**config.mk**
```make
export PLATFORM = sky130hd
export DESIGN_NAME = acr_ctrl
export DESIGN_NICKNAME = d
export VERILOG_FILES = /design/src/rtl/acr_pkg.sv /design/src/rtl/acr_ctrl.sv /design/src/rtl/acr_sar.sv
export SDC_FILE = /design/constraint.sdc
export NUM_CORES = 1
export LEC_CHECK = 0
export BUFFER_PORTS_ARGS = -buffer_cell sky130_fd_sc_hd__buf_2
export CORE_AREA = 4 4 75 77
export DETAILED_ROUTE_END_ITERATION = 6
export DIE_AREA = 0 0 79 81
export PLACE_DENSITY = 0.89
export SLEW_MARGIN = 20
export SYNTH_ARGS = -nofsm -noshare
export SYNTH_HDL_FRONTEND = slang
export SYNTH_HIERARCHICAL = 1
export SYNTH_SLANG_ARGS = --single-unit
```
**constraint.sdc**
```tcl
create_clock -name mclk_in -period 5.94 [get_ports mclk_in]
set_input_delay 1.782 -clock mclk_in [delete_from_list [all_inputs] [get_ports mclk_in]]
set_output_delay 1.782 -clock mclk_in [all_outputs]
set_load 0.005 [all_outputs]
```
**src/rtl/acr_pkg.sv**
```systemverilog
// Purpose: constants for the converter start and read control block
// Assumes: 250 MHz clock, inputs synchronous to it
// Notes: fields and timing shared by the control and the sequencer
//
// Notes on behaviour
// - start on last qualifying input to arrive
// - simultaneous qualifying changes start one conversion
// - busy high exactly while converting
// - data outputs high-impedance throughout conversion
// - start edges do not restart the sequencer while busy
// - start edge while busy relatches length select
// - chip enable high needed; rising edge starts
// - chip select low needed; falling edge starts
// - read/convert low converts, high reads
// - byte address one eight bits, zero twelve
// - width select high drives all twelve bits
// - byte mode: msb byte, or lsbs plus zeros
// - outputs enabled only on full read condition
// - result is straight binary, msb first
// - eight-bit conversion leaves four lsbs zero
// - only byte address latched; others live
// - outputs float until all read conditions hold
// - busy falls at the same edge that latches the result
`default_nettype none

package acr_pkg;

    // ============================================================
    // data layout
    localparam int RES_W = 12;
    localparam int BYTE_W = 8;
    localparam int LOW_NIB_W = 4;
    localparam logic [11:0] RESULT_RST = 12'h000;
    localparam logic [11:0] MID_CODE = 12'h800;
    localparam logic [11:0] FULL_CODE = 12'hFFF;

    // ============================================================
    // conversion lengths, in steps
    localparam logic [3:0] STEPS_LONG = 4'hC;
    localparam logic [3:0] STEPS_SHORT = 4'h8;

    // ============================================================
    // host setup time, informational for the partner
    localparam int HOST_SETUP_NS = 50;
    localparam int CLK_PERIOD_NS = 4;
    localparam int HOST_SETUP_CYC =
        (HOST_SETUP_NS + CLK_PERIOD_NS - 1) / CLK_PERIOD_NS;

    typedef enum logic [1:0] {
        ACR_IDLE,
        ACR_STEP,
        ACR_LATCH
    } acr_state_t;

endpackage

`default_nettype wire

```
**src/rtl/acr_ctrl.sv**
```systemverilog
// Purpose: start decode, busy, and read-out control of the converter
// Assumes: host inputs synchronous to mclk_in
// Notes: result bus is two signals per pin: out and enable
`default_nettype none

module acr_ctrl
(
    // clock and reset
    input wire logic mclk_in,
    input wire logic rst_in,
    // host control lines
    input wire logic chip_en_in,
    input wire logic chip_sel_n_in,
    input wire logic read_conv_in,
    input wire logic byte_addr_short_cycle_in,
    input wire logic width_sel_in,
    // comparator decision
    input wire logic cmp_in,
    // status and data
    output logic busy_out,
    output logic [11:0] result_bus_out,
    output logic [11:0] result_bus_oe_out,
    output logic [11:0] dac_trial_out
);

    acr_pkg::acr_state_t state_reg;
    acr_pkg::acr_state_t state_next;
    logic start_cond;
    logic start_prev_reg;
    logic start_edge;
    logic short_reg;
    logic [11:0] data_reg;
    logic read_cond;
    logic go;
    logic last;
    logic [11:0] trial;
    logic [11:0] word;
    logic [11:0] trial_next;

    // ============================================================
    // start decode: an edge of the combined level catches any input
    // arriving last, and simultaneous changes give a single edge
    assign start_cond = chip_en_in && !chip_sel_n_in && !read_conv_in;
    assign start_edge = start_cond && !start_prev_reg;
    assign read_cond = chip_en_in && !chip_sel_n_in && read_conv_in;
    assign go = (state_reg == acr_pkg::ACR_STEP);
    // trial of the following step: the current decision plus the next bit
    assign trial_next = (cmp_in ? trial : word) | ((trial ^ word) >> 1);

    always_ff @(posedge mclk_in or posedge rst_in)
    begin
        if (rst_in)
            start_prev_reg <= 1'b1;
        else
            start_prev_reg <= start_cond;
    end

    // ============================================================
    // length select latched on every start edge, busy or not
    always_ff @(posedge mclk_in or posedge rst_in)
    begin
        if (rst_in)
            short_reg <= 1'b0;
        else if (start_edge)
            short_reg <= byte_addr_short_cycle_in;
    end

    // ============================================================
    // conversion sequence
    always_comb
    begin
        state_next = state_reg;
        case (state_reg)
            acr_pkg::ACR_IDLE:
                if (start_edge)
                    state_next = acr_pkg::ACR_STEP;
            acr_pkg::ACR_STEP:
                if (last)
                    state_next = acr_pkg::ACR_LATCH;
            acr_pkg::ACR_LATCH:
                state_next = acr_pkg::ACR_IDLE;
            default:
                state_next = acr_pkg::ACR_IDLE;
        endcase
    end

    always_ff @(posedge mclk_in or posedge rst_in)
    begin
        if (rst_in)
            state_reg <= acr_pkg::ACR_IDLE;
        else
            state_reg <= state_next;
    end

    acr_sar u_sar
    (
        .mclk_in(mclk_in),
        .rst_in(rst_in),
        .go_in(go),
        .short_in(short_reg),
        .cmp_in(cmp_in),
        .trial_out(trial),
        .word_out(word),
        .last_out(last)
    );

    // ============================================================
    // output data register, loaded at the same edge at which busy drops
    always_ff @(posedge mclk_in or posedge rst_in)
    begin
        if (rst_in)
            data_reg <= acr_pkg::RESULT_RST;
        else if (state_reg == acr_pkg::ACR_LATCH)
            data_reg <= word;
    end

    always_ff @(posedge mclk_in or posedge rst_in)
    begin
        if (rst_in)
        begin
            busy_out <= 1'b0;
            dac_trial_out <= acr_pkg::RESULT_RST;
        end
        else
        begin
            busy_out <= (state_next != acr_pkg::ACR_IDLE);
            // registered trial leads the sar by one step, so the comparator
            // answers for the bit that the sar decides at the next edge
            if (state_next != acr_pkg::ACR_STEP)
                dac_trial_out <= acr_pkg::RESULT_RST;
            else if (go)
                dac_trial_out <= trial_next;
            else
                dac_trial_out <= trial;
        end
    end

    // ============================================================
    // read-out: full word or two left-justified bytes
    always_ff @(posedge mclk_in or posedge rst_in)
    begin
        if (rst_in)
        begin
            result_bus_out <= acr_pkg::RESULT_RST;
            result_bus_oe_out <= 12'h000;
        end
        else if (!read_cond || state_next != acr_pkg::ACR_IDLE ||
                 state_reg != acr_pkg::ACR_IDLE)
        begin
            result_bus_out <= acr_pkg::RESULT_RST;
            result_bus_oe_out <= 12'h000;
        end
        else if (width_sel_in)
        begin
            result_bus_out <= data_reg;
            result_bus_oe_out <= 12'hFFF;
        end
        else if (!byte_addr_short_cycle_in)
        begin
            result_bus_out <= {4'h0, data_reg[11:4]};
            result_bus_oe_out <= 12'h0FF;
        end
        else
        begin
            result_bus_out <= {4'h0, data_reg[3:0], 4'h0};
            result_bus_oe_out <= 12'h0FF;
        end
    end
endmodule // acr_ctrl

`default_nettype wire

```
**src/rtl/acr_sar.sv**
```systemverilog
// Purpose: successive approximation register, one bit per step
// Assumes: comparator input is synchronous, high means keep trial bit
// Notes: number of steps chosen at each step from the live length
`default_nettype none

module acr_sar
(
    // clock and reset
    input wire logic mclk_in,
    input wire logic rst_in,
    // control
    input wire logic go_in,
    input wire logic short_in,
    input wire logic cmp_in,
    // results
    output logic [11:0] trial_out,
    output logic [11:0] word_out,
    output logic last_out
);

    logic [3:0] step_reg;
    logic [11:0] bits_reg;
    logic [3:0] limit;
    logic [3:0] pos;

    assign limit = short_in ? acr_pkg::STEPS_SHORT : acr_pkg::STEPS_LONG;
    assign pos = 4'hB - step_reg;
    assign last_out = go_in && (step_reg + 4'h1 >= limit);
    assign trial_out = bits_reg | (12'h001 << pos);
    assign word_out = bits_reg;

    // ============================================================
    // msb first, one decision per clock
    always_ff @(posedge mclk_in or posedge rst_in)
    begin
        if (rst_in)
        begin
            step_reg <= 4'h0;
            bits_reg <= acr_pkg::RESULT_RST;
        end
        else if (!go_in)
        begin
            step_reg <= 4'h0;
            bits_reg <= acr_pkg::RESULT_RST;
        end
        else
        begin
            step_reg <= step_reg + 4'h1;
            if (cmp_in)
                bits_reg <= trial_out;
        end
    end

endmodule // acr_sar

`default_nettype wire

```
After elaboration in Yosys (flattened, before gate mapping):

Cells that the tools add are included.

* word-level logic and storage cells: 48
* input port bits: 8
* output and inout port bits: 37
* register bits after elaboration: 69

* add/subtract/negate cells: 2
* muxes and demuxes: 14
* shift-type cells: 1
* bitwise logic cells: 3
* eq/ne operators: 3
* $lt $le $gt $ge: 1
* reduce and logical (&&, ||, !) cells: 14

Operator list (count)
* 2-to-1 mux 12 bit: 8
* OR 12 x 11 -> 12 bit: 1
* OR 12 bit: 1
* left shift 1 x 4 -> 12 bit, first input constant: 1
* bitwise XOR 12 bit: 1
* 2-to-1 mux 8 bit: 1
* logical AND 1 bit: 5
* adder 4 x 1 -> 4 bit, second input constant: 1
* greater-or-equal comparator 4 bit: 1
* zero test 1 bit: 4
* 2-to-1 mux 2 bit: 2
* 2-to-1 mux 4 bit: 1
* case mux 2 bit (2 select lines): 1
* nonzero test 2 bit: 2
* subtractor 4 bit, first input constant: 1
* 2-to-1 mux 3 bit: 1
* == test 2 x 1 -> 1 bit, second input constant: 1
* == test 2 bit, second input constant: 1
* zero test 2 bit: 1
* logical OR 1 bit: 2
* != test 2 x 1 -> 1 bit, second input constant: 1

Longest topological paths before layout:

* depth after elaboration: 10
* gate-level depth with buffers: 8
* mapped depth without buffers: 7

Cells and area by module:

The synthesis kept the hierarchy.

By module, submodules not included
* acr_ctrl: cells each 175, instances 1, area each 2014.4 sq um, sequential area each 1077.3 sq um
* acr_sar: cells each 74, instances 1, area each 845.8 sq um, sequential area each 400.4 sq um

Worst setup path before layout:

OpenSTA, ideal clock, no wires.

* path kind: input-to-reg
* start: input chip_sel_n_in
* end: register short_reg
* stages: 2
* path slack: 3.368 ns
* arrival time: 2.447 ns
* setup time: 0.125 ns
* required time: 5.815 ns
* path through: nor4b_4 > mux2_2

* cells in the longest elaborated chain, start to end: 4

Ends and longest elaborated chain
* from (decl): RTL line acr_ctrl.sv:13 `input wire logic chip_sel_n_in,`
* zero test 1 bit: RTL line acr_ctrl.sv:43 `assign start_cond = chip_en_in && !chip_sel_n_in && !read_conv_in;`
* logical AND 1 bit (2 in series): RTL line acr_ctrl.sv:43
* logical AND 1 bit: RTL line acr_ctrl.sv:44 `assign start_edge = start_cond && !start_prev_reg;`
* to (signal assigned): RTL line acr_ctrl.sv:65 `short_reg <= byte_addr_short_cycle_in;`
* to (decl): RTL line acr_ctrl.sv:31 `logic short_reg;`

No other way between the ends.
A chain may end at the register's enable or synchronous reset.

==> summary.md <==
| Metric | Value |
|---|---|
| IO Count | `45` |
| 1st-pass router iterations | `4` |
| Worst Tran Pin Value | `0.692 ns` |
| I/O Buffers | `44` |
| Synthesized area | `between 2000 and 3000 um^2` |
| Outcome | `complete, no violations` |
| # clock sinks | `just under 60` |
| Layout Nets | `300` |
| Filler Cell Count | `400` |
| Routed WL | `5590 um` |
| Post-synthesis xor/xnor area fraction | `under 10%` |
| CP top delay family | `flip-flops` |
| Initial antenna violation count | `0` |
| CTS root buffer | `clkbuf_8` |
| Most common flop cell mapped by yosys | `dfrtp_1` |
| Synth Register Bits | `59` |
| Slew Limit Fails | `0` |
| Routability congestion estimate | `0.808` |
| Worst hold path type | `reg2reg` |
| Adder-Cell Fraction of Synth Area | `3.50%` |
| Slowest stage delay, CP | `about 0.43 ns` |
| Crit-path cells | `buf_2` |
| Clock transition at the registers of the reported paths | `roughly 0.070 ns` |
| Fmax | `between 0.3 and 0.4 GHz` |
| Most frequent cells in the layout | `dfrtp_1 (58), buf_2 (44), o21ai_0 (22)` |
| Setup bufs post-CTS | `0` |
| Post-synthesis async set-or-reset flop share | `100%` |
| CP max-delay cell | `dfrtp_1` |
| Crit path buf inv count | `1` |
| Die height | `approximately 81 um` |
| Area grow syn2layout | `13.0%` |
| Core area | `approximately 5000 um^2` |
| RSZ-0062 raised after global routing | `no` |
| EDFF count, synth | `0` |
| Crit path DAT | `between 0.9 and 1 ns` |
| Final TNS setup | `0 ns` |
| DR top layer | `met4` |
| Synth unique cells | `38` |
| Cts repair resizes | `0` |
| Slew headroom | `between 50% and 60%` |
| Critical Path Fanout Max | `8` |
| Fraction of layout cells with a size suffix above 1 | `between 30% and 40%` |
| Post-cts hold buffer count | `0` |
| CTS tree | `done` |
| Syn avg cell area | `roughly 11 um^2` |
| Die area | `about 6400 um^2` |
| WL met3 | `405 um` |
| Register area share after synthesis | `between 50 and 60%` |
| Crit. End Element | `output pin` |
| Crit path required time | `~4.2 ns` |
| WL met2 | `2780 um` |
| Compound-Gate Fraction of Synth Area | `roughly 15%` |
| H-Tree Depth | `3` |
| Max Buffers Root-to-Sink | `2` |
| Simple-gate share of the synthesized area | `between 10% and 20%` |
| DRC | `0` |
| Area of the multi-input gates | `1210 um^2` |
| Vias per Instance | `approximately 5.4` |
| Hold slack final | `between 0.5 and 0.6 ns` |
| Syn nets | `265` |
| DR WL/cell | `~16 um` |
| CTS Buf Count | `9` |
| DR vias | `1956` |
| Die width | `a little under 80 um` |
| Worst setup SP type | `flop` |
| DRT antenna net count | `0` |
| Final hold vios | `0` |
| HPWL Detailed | `~3800 um` |
| Pwr Density | `between 300 and 400 nW/um^2` |
| Max-cap violations | `0` |
| Post-synthesis mux area share | `roughly 8%` |
| Grt total ovfl | `0` |
| All-Layer GR Usage | `about a fifth` |
| Initial Util | `between 50 and 60%` |
| Sequential cell area | `1480 um^2` |
| Crit Path Class | `reg2out` |
| Antenna diodes | `0` |
| Drt initial violations | `89` |
| Fin crit share | `45.3%` |
| Worst-Skew Late Latency | `0.33 ns` |
| Leading cell type in the layout, fill and taps excluded | `dfrtp_1` |
| First-pass GRT wire length | `around 9200 um` |
| Largest net degree at the start of global routing | `between 40 and 50` |
| Worst vdd ir | `0.184 mV` |
| Leak | `between 1.5 and 2 nW` |
| Std cell rows | `26` |
| Routed met1 length | `2360 um` |
| Setup Viol. Count Final | `0` |
| Clk_skew | `around 0.0052 ns` |
| Post-Syn Instances | `about 250` |
| Fin crit period | `2.69 ns` |
| Largest family of logic cells by synthesized area | `compound AO/OA/AOI/OAI gates` |
| Vias in the first global route | `approximately 1900` |
| Total number of yosys warnings | `6` |
[synthesized netlist by cell type, types with 2 or more instances]
library cell	instances	area, um^2
mux2i_1	4	40.0
a21oi_1	12	60.1
nand3_1	3	15.0
and2_1	3	18.8
o21ai_0	22	110
inv_1	8	30.0
nor2b_1	4	25.0
mux2_2	17	191
nor2b_4	2	27.5
xor2_1	12	105
dfrtp_1	58	1450
inv_2	2	7.51
and2b_1	9	67.6
clkbuf_1	4	15.0
a22oi_1	3	22.5
o21ai_1	4	20.0
and3_1	4	25.0
buf_2	4	20.0
nor2_1	14	52.6
nand2_1	6	22.5
a21o_2	6	52.6
o211a_1	9	90.1
buf_4	12	90.1
a21o_1	6	45.0
ha_1	8	100
[routing by layer]
| metal | vias to the layer above | GRT usage [%] |
|---|---|---|
| met3 | 6 | 4.77 |
| met5 | - | 0 |
| met4 | 0 | 7.90 |
| met2 | 65 | 32.2 |
| li1 | 913 | - |
| met1 | 972 | 23.2 |
[cell type report]
| class | count | share of cell area (%) |
|---|---|---|
| clock buffers | 11 | 4.37 |
| clock inverters | 5 | 1.63 |
| inverters | 10 | 1.16 |
| multi-input cells | 159 | 37.4 |
| flip-flops and latches | 59 | 45.7 |
| well taps | 70 | 2.71 |
| repair buffers | 45 | 7.04 |
[stage by stage]
stage	instance area, um^2	power [mW]	cells	worst slack (ns)	utilization (%)
2_1_floorplan	2860	0.826	249	3.16	-
3_3_place_gp	3040	0.911	343	3.11	60.7
3_5_place_dp	3040	0.924	343	3.07	60.7
4_1_cts	3230	1.29	359	3.23	64.5
5_1_grt	3230	1.37	359	3.19	64.5
6_report	3230	1.28	359	3.25	64.5
[path summary, 6_finish.rpt]
check | slack (ns) | depth (start not counted) | startpoint | to
worst max-delay path | 3.25 | 1 | result_bus_oe_out[7]$_DFF_PP0_ | result_bus_oe_out[6]
worst min-delay path | 0.53 | 1 | data_reg[8]$_DFFE_PP0N_ | data_reg[8]$_DFFE_PP0N_
worst max register to register | 3.47 | 7 | u_sar/step_reg[0]$_DFF_PP0_ | dac_trial_out[8]$_DFF_PP0_
worst min register to register | 0.53 | 1 | data_reg[8]$_DFFE_PP0N_ | data_reg[8]$_DFFE_PP0N_
max in group asynchronous | 3.96 | 2 | rst_in | u_sar/word_out[3]$_DFFE_PP0P_
min in group asynchronous | 1.55 | 2 | rst_in | u_sar/word_out[9]$_DFFE_PP0P_
[power breakdown]
| group | switching (mW) | internal (mW) |
|---|---|---|
| clock network | 0.154 | 0.203 |
| registers | 0.0620 | 0.469 |
| logic | 0.230 | 0.162 |
| total | 0.446 | 0.834 |
[cells by family (layout without fill, tap and decap cells)]
kind of cell / Yosys count / after routing
flip-flops: 59 / 59
adder cells (fa/ha/maj): 8 / 8
XOR/XNOR: 12 / 12
AND/OR/NAND/NOR: 53 / 53
buffers and inverters: 31 / 71
AO/OA/AOI/OAI: 65 / 65
multiplexers: 21 / 21
Power figures use the tool's default switching activity.
